==> config.mk <==
export PLATFORM = sky130hd
export DESIGN_NAME = float_mode_pulse_config
export DESIGN_NICKNAME = d
export VERILOG_FILES = /design/src/include/float_cfg_pkg.sv /design/src/hw/pulse_fire_gate.sv /design/src/hw/float_mode_pulse_config.sv
export VERILOG_INCLUDE_DIRS = /design/src /design/src/include
export SDC_FILE = /design/constraint.sdc
export NUM_CORES = 1
export LEC_CHECK = 0
export BUFFER_PORTS_ARGS = -buffer_cell sky130_fd_sc_hd__buf_2
export CAP_MARGIN = 20
export CORE_UTILIZATION = 42
export DETAILED_ROUTE_END_ITERATION = 10
export PLACE_DENSITY = 0.67
export RECOVER_POWER = 50
export SLEW_MARGIN = 20
export SYNTH_ARGS = -nofsm -noshare
export SYNTH_HDL_FRONTEND = slang
export SYNTH_HIERARCHICAL = 1
export SYNTH_SLANG_ARGS = --single-unit
==> constraint.sdc <==
create_clock -name clock -period 2.1 [get_ports clock]
set_input_delay 0.21 -clock clock [delete_from_list [all_inputs] [get_ports clock]]
set_output_delay 0.21 -clock clock [all_outputs]
set_load 0.03 [all_outputs]
==> src/include/float_cfg_params.svh <==
// Constants for the float-mode pulse configuration registers.
`ifndef FLOAT_CFG_PARAMS_SVH
`define FLOAT_CFG_PARAMS_SVH
`define ADDR_FLOAT_CFG_B 8'h59
`define ADDR_FIRE_MASKS 8'h5A
`define ADDR_FLOAT_CFG_A 8'h5E
`define RST_FLOAT_CFG 16'h0808
`define RST_FIRE_MASKS 16'h0010
`define FLOAT_EN_HI 14
`define FLOAT_EN_LO 13
`define PRECON_HI 12
`define PRECON_LO 8
`define FIRE_B_HI 15
`define FIRE_B_LO 12
`define FIRE_A_HI 11
`define FIRE_A_LO 8
`define FLOAT_EN_ON 2'h3
`define PULSE_STEP_NS 1000
`define CLOCK_PERIOD_NS 40
`define TICKS_PER_US (`PULSE_STEP_NS / `CLOCK_PERIOD_NS)
`endif

==> src/include/float_cfg_pkg.sv <==
// Types shared by the float-mode pulse configuration design.
package float_cfg_pkg;
	typedef enum logic [0:0] {
		PULSE_IDLE = 1'b0,
		PULSE_DRIVE = 1'b1
	} pulse_state_e;
	typedef logic [15:0] cfg_word_t;
endpackage

==> src/hw/pulse_fire_gate.sv <==
// Per-slot pulse gate: applies the fire pattern, times the LED pulse and picks the sample sign.
`timescale 1ns/1ns
`default_nettype none
`include "float_cfg_params.svh"
module pulse_fire_gate #(
	parameter int WIDTH_W = 5,
	parameter int TICKS_PER_US = `TICKS_PER_US
) (
	input wire logic clock,
	input wire logic sys_rst,
	input wire logic slot_start,
	input wire logic pulse_req,
	input wire logic [3:0] fire_pattern,
	input wire logic [WIDTH_W-1:0] pulse_width,
	input wire logic [3:0] pair_control,
	output logic led_drive,
	output logic sample_subtract,
	output logic [1:0] pulse_pos
);
	localparam int CNT_W = $clog2((2 ** WIDTH_W) * TICKS_PER_US + 1);
	float_cfg_pkg::pulse_state_e state_r;
	logic [CNT_W-1:0] cnt_r;
	logic take;
	logic fire;
	logic [CNT_W-1:0] load_cnt;

	// A pulse slot is only taken while idle; requests during a drive are ignored.
	assign take = pulse_req && (state_r == float_cfg_pkg::PULSE_IDLE) && !slot_start;
	assign fire = !fire_pattern[pulse_pos];
	// Width is in whole microseconds, so one count spans TICKS_PER_US clocks.
	assign load_cnt = CNT_W'(pulse_width * TICKS_PER_US - 1);

	// Position within the group of four wraps so the pattern repeats cyclically.
	always_ff @(posedge clock or posedge sys_rst) begin
		if (sys_rst) begin
			pulse_pos <= 2'h0;
		end else if (slot_start) begin
			pulse_pos <= 2'h0;
		end else if (take) begin
			pulse_pos <= pulse_pos + 2'h1;
		end
	end

	// A masked position still uses its slot but leaves the LED dark.
	always_ff @(posedge clock or posedge sys_rst) begin
		if (sys_rst) begin
			state_r <= float_cfg_pkg::PULSE_IDLE;
			led_drive <= 1'b0;
			cnt_r <= '0;
		end else begin
			case (state_r)
				float_cfg_pkg::PULSE_IDLE: begin
					if (take && fire && pulse_width != '0) begin
						state_r <= float_cfg_pkg::PULSE_DRIVE;
						led_drive <= 1'b1;
						cnt_r <= load_cnt;
					end
				end
				float_cfg_pkg::PULSE_DRIVE: begin
					if (cnt_r == '0) begin
						state_r <= float_cfg_pkg::PULSE_IDLE;
						led_drive <= 1'b0;
					end else begin
						cnt_r <= cnt_r - CNT_W'(1);
					end
				end
				default: begin
					state_r <= float_cfg_pkg::PULSE_IDLE;
					led_drive <= 1'b0;
				end
			endcase
		end
	end

	// Odd code bit governs the first pulse of a pair, even bit the second.
	always_ff @(posedge clock or posedge sys_rst) begin
		if (sys_rst) begin
			sample_subtract <= 1'b0;
		end else if (take) begin
			sample_subtract <= pair_control[{pulse_pos[1], ~pulse_pos[0]}];
		end
	end
endmodule
`default_nettype wire

==> src/hw/float_mode_pulse_config.sv <==
// Float-mode pulse configuration register bank with per-slot fire gating.
`timescale 1ns/1ns
`default_nettype none
`include "float_cfg_params.svh"
module float_mode_pulse_config #(
	parameter int WIDTH_W = 5
) (
	input wire logic clock,
	input wire logic sys_rst,
	input wire logic [7:0] reg_addr,
	input wire logic [15:0] reg_wdata,
	input wire logic reg_wr,
	input wire logic reg_rd,
	output logic [15:0] reg_rdata,
	output logic reg_rvalid,
	input wire logic [1:0] slot_start,
	input wire logic [1:0] pulse_req,
	input wire logic [WIDTH_W-1:0] float_pulse_width_slot_a,
	input wire logic [WIDTH_W-1:0] float_pulse_width_slot_b,
	input wire logic [3:0] pair_sum_control_slot_a,
	input wire logic [3:0] pair_sum_control_slot_b,
	output logic float_active_a,
	output logic float_active_b,
	output logic [4:0] precondition_delay_slot_a,
	output logic [4:0] precondition_delay_slot_b,
	output logic [1:0] led_drive,
	output logic [1:0] sample_subtract
);
	float_cfg_pkg::cfg_word_t cfg_a_r;
	float_cfg_pkg::cfg_word_t cfg_b_r;
	float_cfg_pkg::cfg_word_t fire_r;
	float_cfg_pkg::cfg_word_t rdata_nxt;
	logic [1:0] float_enable_slot_a;
	logic [1:0] float_enable_slot_b;
	logic [3:0] pulse_fire_pattern_slot_a;
	logic [3:0] pulse_fire_pattern_slot_b;
	logic [3:0] pattern [2];
	logic [WIDTH_W-1:0] width_sel [2];
	logic [3:0] pair_sel [2];
	logic [1:0] pos_unused [2];
	logic addr_mapped;

	// Whole words are stored, reserved bits included, so a read returns what was written.
	always_ff @(posedge clock or posedge sys_rst) begin
		if (sys_rst) begin
			cfg_b_r <= `RST_FLOAT_CFG;
			fire_r <= `RST_FIRE_MASKS;
			cfg_a_r <= `RST_FLOAT_CFG;
		end else if (reg_wr) begin
			case (reg_addr)
				`ADDR_FLOAT_CFG_B: begin
					cfg_b_r <= reg_wdata;
				end
				`ADDR_FIRE_MASKS: begin
					fire_r <= reg_wdata;
				end
				`ADDR_FLOAT_CFG_A: begin
					cfg_a_r <= reg_wdata;
				end
				default: begin
				end
			endcase
		end
	end

	// Field views of the stored words.
	// The enable fields are not filtered here; the decode below decides what a reserved code means.
	assign float_enable_slot_b = cfg_b_r[`FLOAT_EN_HI:`FLOAT_EN_LO];
	assign float_enable_slot_a = cfg_a_r[`FLOAT_EN_HI:`FLOAT_EN_LO];
	assign pulse_fire_pattern_slot_b = fire_r[`FIRE_B_HI:`FIRE_B_LO];
	assign pulse_fire_pattern_slot_a = fire_r[`FIRE_A_HI:`FIRE_A_LO];
	assign precondition_delay_slot_b = cfg_b_r[`PRECON_HI:`PRECON_LO];
	assign precondition_delay_slot_a = cfg_a_r[`PRECON_HI:`PRECON_LO];

	// Reserved enable codes are treated as off, so a stray 1 or 2 never starts float mode.
	always_ff @(posedge clock or posedge sys_rst) begin
		if (sys_rst) begin
			float_active_a <= 1'b0;
			float_active_b <= 1'b0;
		end else begin
			float_active_b <= (float_enable_slot_b == `FLOAT_EN_ON);
			float_active_a <= (float_enable_slot_a == `FLOAT_EN_ON);
		end
	end

	// Read mux; unmapped addresses read as zero.
	always_comb begin
		case (reg_addr)
			`ADDR_FLOAT_CFG_B: rdata_nxt = cfg_b_r;
			`ADDR_FIRE_MASKS: rdata_nxt = fire_r;
			`ADDR_FLOAT_CFG_A: rdata_nxt = cfg_a_r;
			default: rdata_nxt = 16'h0000;
		endcase
	end

	// Decoded hit on one of the three stored words, shared by the unmapped-write and unmapped-read checks.
	assign addr_mapped = (reg_addr == `ADDR_FLOAT_CFG_B) || (reg_addr == `ADDR_FIRE_MASKS)
		|| (reg_addr == `ADDR_FLOAT_CFG_A);

	// Read data is held until the next read so the serial port can shift it out at leisure.
	// A read of an unmapped address still answers, with zeros, so the port never waits on it.
	always_ff @(posedge clock or posedge sys_rst) begin
		if (sys_rst) begin
			reg_rdata <= 16'h0000;
			reg_rvalid <= 1'b0;
		end else begin
			reg_rvalid <= reg_rd;
			if (reg_rd) begin
				reg_rdata <= rdata_nxt;
			end
		end
	end

	// Slot 0 is A and slot 1 is B on the per-slot vectors.
	// Keeping the pairing in one place means a swapped slot shows up in a single spot.
	assign pattern[0] = pulse_fire_pattern_slot_a;
	assign pattern[1] = pulse_fire_pattern_slot_b;
	assign width_sel[0] = float_pulse_width_slot_a;
	assign width_sel[1] = float_pulse_width_slot_b;
	assign pair_sel[0] = pair_sum_control_slot_a;
	assign pair_sel[1] = pair_sum_control_slot_b;

	// One gate per slot; the gate owns pulse position, width timing and sample sign.
	for (genvar s = 0; s < 2; s++) begin : g_slot
		pulse_fire_gate #(
			.WIDTH_W(WIDTH_W),
			.TICKS_PER_US(`TICKS_PER_US)
		) u_gate (
			.clock(clock),
			.sys_rst(sys_rst),
			.slot_start(slot_start[s]),
			.pulse_req(pulse_req[s]),
			.fire_pattern(pattern[s]),
			.pulse_width(width_sel[s]),
			.pair_control(pair_sel[s]),
			.led_drive(led_drive[s]),
			.sample_subtract(sample_subtract[s]),
			.pulse_pos(pos_unused[s])
		);

	end
endmodule
`default_nettype wire

==> flow_summary.toml <==
[floorplan]
start_util_pct = 43.0
die_h_um = 121
dieArea_um2 = 14600
die_w_um = 121
io_pins = 83
core_area_um2 = 13800
num_rows = 43

[drt]
drtPass1Iterations = 4
ant_nets = 0
viasPerCell = 5.24
initialDrtViolationCount = 236
wire_per_inst_um = 16.4
drcViolationCount = 0
wirelength_mm = 14.4
routed-via-count = 4602

[synthesis]
synth_top_area_share_pct = 38.7
synth.most_common_cell = "dfrtp_1"
syn_nets = 652
netlist_area_um2 = 5940
ys.flop_type = "dfrtp_1"
synth-edff-count = 0
yosys-top-cells-area = "dfrtp_1 (39%), mux2_2 (13%), ha_1 (11%)"
syn_inst = 544
synth.distinct_cells = 50
async_reset_ff_share_pct = 100
synth_seq_cells = 97
synth-seq-area-share_pct = 41.0
syn_avg_cell_area_um2 = 10.9
synth_top_area_cell = "dfrtp_1"
yosysWarnings = 6
synthTopCellsByCount = "dfrtp_1 (92), mux2_2 (66), inv_1 (65), ha_1 (54), nor2_1 (24)"

[clock_tree]
path_clk_slew_ns = 0.07
root_buffer = "clkbuf_16"
h-tree-depth = 3
cts_buffers = 9
cts.sink_count = 97
cts_tree = "built"
cts_max_path_buffers = 2
worstSkewPairLatency_ns = 0.34

[final_layout]
drive_gt1_share_pct = 45.1
nets = 801
diodes = 0
postLayoutCellArea_um2 = 7870
final_cell_count_no_fill = 878
syn_to_final_growth_pct = 32.4

[power_and_ir_drop]
max-vdd-ir-drop_mv = 0.511
clkPwrFrac_pct = 25.5
p_comb_share_pct = 39.8
total_leakage_power_nw = 3.73
swShare_pct = 33.7
p_int_mw = 4.61
seqPwrFrac_pct = 34.7
pwr_density_cell_nw_per_um2 = 883
p_switching_mw = 2.34

[worst_hold_path]
hold_path.class = "primary input to flip-flop"

[setup_path]
worstReg2RegStart = "g_slot[1].u_gate/cnt_r[3]$_DFFE_PP0P_"
start_kind = "primary input"
worst_ep_arrival_time_ns = 2.50
crit_end = "g_slot[0].u_gate/cnt_r[8]$_DFFE_PP0P_"
r2r-end = "g_slot[1].u_gate/cnt_r[9]$_DFFE_PP0P_"
path_class = "primary input to flip-flop"
startpoint = "float_pulse_width_slot_a[1]"
endpoint_kind = "flip-flop"
crit_required_ns = 2.39
r2r_cells = 6
cp_max_fo = 3
regToRegSetupSlack_ns = 0.06

[global_route]
grt_max_degree = 68
grt_overflow = 0
grtUsageTotal_pct = 20.3
grt_pass1_vias = 4740
antenna_found_initial = 0
grt_pass1_wl_mm = 23.0

[sta]
max_freq_mhz = 452
fin_worst_skew_ns = 0.00654
fin_ws_ns = -0.111
final_hold_viol_count = 0
finalCritPeriodShare_pct = 105
slew_violations = 0
tns_ns = -0.154
slew_headroom_pct = 39.9
period_minus_slack_ns = 2.21
finalSetupViolations = 3
rsz0062_at_grt = "yes"
tightest_slew_ns = 0.901

[placed_design]
portBuffers = 82
placed_cell_area_um2 = 7230
gp_congestion = 0.825
place_ws_ns = -0.484
dpl.hpwl_mm = 10.6
dp.cells = 848

[run_status]
violations = "negative setup slack"
status = "complete, but fails checks"

[job]
max_cap_violations = 0
-- cells by family after synthesis --
group / synth area share (%)
flops: 41.0
buf+inv: 7.10
compound gates: 12.8
xor+xnor: 2.95
simple gates: 8.68
mux: 14.8
fa+ha+maj: 12.7
-- per-layer routing --
metal	global-route usage (%)	vias to the layer above	wire length, um
li1	-	2229	-
met3	3.24	27	493
met5	0	-	0
met1	25.1	2253	6330
met4	6.87	0	336
met2	35.7	93	7220
-- critical path, stage by stage --
cell and delay, ns:
buf_8 0.10, inv_6 0.05, ha_4 0.20, xnor2_2 0.13, xnor2_1 0.25, ha_1 0.32, ha_4 0.24, nor2b_4 0.12
o31a_1 0.32, o211ai_1 0.22, o31ai_2 0.09, nand2_1 0.06, o221a_2 0.16
-- worst min-delay path by stage --
stage / depth (start not counted) / to / slack [ns] / start
finish: 2 / g_slot[0].u_gate/pulse_pos[0]$_DFFE_PP0P_ / 0.04 / slot_start[0]
global route: 2 / g_slot[1].u_gate/pulse_pos[1]$_DFFE_PP0P_ / 0.05 / slot_start[1]
CTS: 2 / g_slot[0].u_gate/pulse_pos[0]$_DFFE_PP0P_ / 0.03 / slot_start[0]
detailed placement: 2 / g_slot[1].u_gate/led_drive$_DFFE_PP0P_ / 0.34 / sys_rst
global placement: 2 / g_slot[0].u_gate/cnt_r[1]$_DFFE_PP0P_ / 0.32 / sys_rst
floorplan: 1 / g_slot[0].u_gate/cnt_r[0]$_DFFE_PP0P_ / 0.11 / sys_rst
-- power groups by stage --
stage          Clock [mW]  Combinational (mW)  Sequential [mW]
2_1_floorplan           0                1.69             2.44
3_3_place_gp            0                2.38             2.42
3_5_place_dp            0                2.49             2.43
4_1_cts              1.80                2.58             2.40
5_1_grt              1.88                3.04             2.45
6_report             1.77                2.77             2.41
-- state kept, by name (all words and copies together) (netlist names) --
| signal | count |
|---|---|
| float_active_a | 1 |
| fire_r | 16 |
| cfg_a_r | 16 |
| g_slot.u_gate/sample_subtract | 2 |
| reg_rdata | 16 |
| reg_rvalid | 1 |
| g_slot.u_gate/led_drive | 2 |
| float_active_b | 1 |
| cfg_b_r | 16 |
| g_slot.u_gate/cnt_r | 20 |
| g_slot.u_gate/state_r | 2 |
| g_slot.u_gate/pulse_pos | 4 |
-- final cells by class --
class | instances | area (um^2)
fill | 1148 | 5960
multi-input combinational | 355 | 3530
sequential | 97 | 2430
timing repair buffer | 165 | 1100
inverter | 65 | 262
clock buffer | 10 | 229
tap | 180 | 225
clock inverter | 6 | 87.6
-- placed cells by master, fill, tap and decap left out, types with 5 or more instances in the layout --
| cell type | count |
|---|---|
| inv_1 | 51 |
| dfstp_2 | 5 |
| a22oi_1 | 16 |
| inv_2 | 8 |
| xnor2_1 | 8 |
| nor2_1 | 22 |
| dfrtp_1 | 92 |
| ha_1 | 27 |
| a21oi_1 | 13 |
| a31oi_1 | 7 |
| ha_4 | 27 |
| nor3_1 | 11 |
| clkbuf_16 | 9 |
| clkbuf_1 | 9 |
| o21ai_0 | 13 |
| mux2_2 | 66 |
| xor2_1 | 10 |
| buf_2 | 71 |
| buf_4 | 73 |
| o22ai_1 | 18 |
| a21oi_2 | 6 |
| nand3_1 | 7 |
| buf_6 | 5 |
| nand2_1 | 22 |
-- through the flow --
step | util, % | power, mW | hold WS (ns)
5_1_grt | 56.9 | 7.37 | 0.0522
2_1_floorplan | - | 4.12 | 0.111
3_3_place_gp | 52.3 | 4.80 | 0.324
3_5_place_dp | 52.3 | 4.92 | 0.338
4_1_cts | 55.8 | 6.78 | 0.0347
6_report | 56.9 | 6.95 | 0.0433
-- what timing repair did --
action                     in CTS  in global routing
resized for setup              24                 26
setup buffers                   3                 10
hold endpoints to repair       92                  0
pin swaps                      20                 29
setup endpoints to repair       6                 14
gates cloned                    0                  1
hold buffers                    1                  0
No activity file was read; power rests on OpenSTA's default activity.
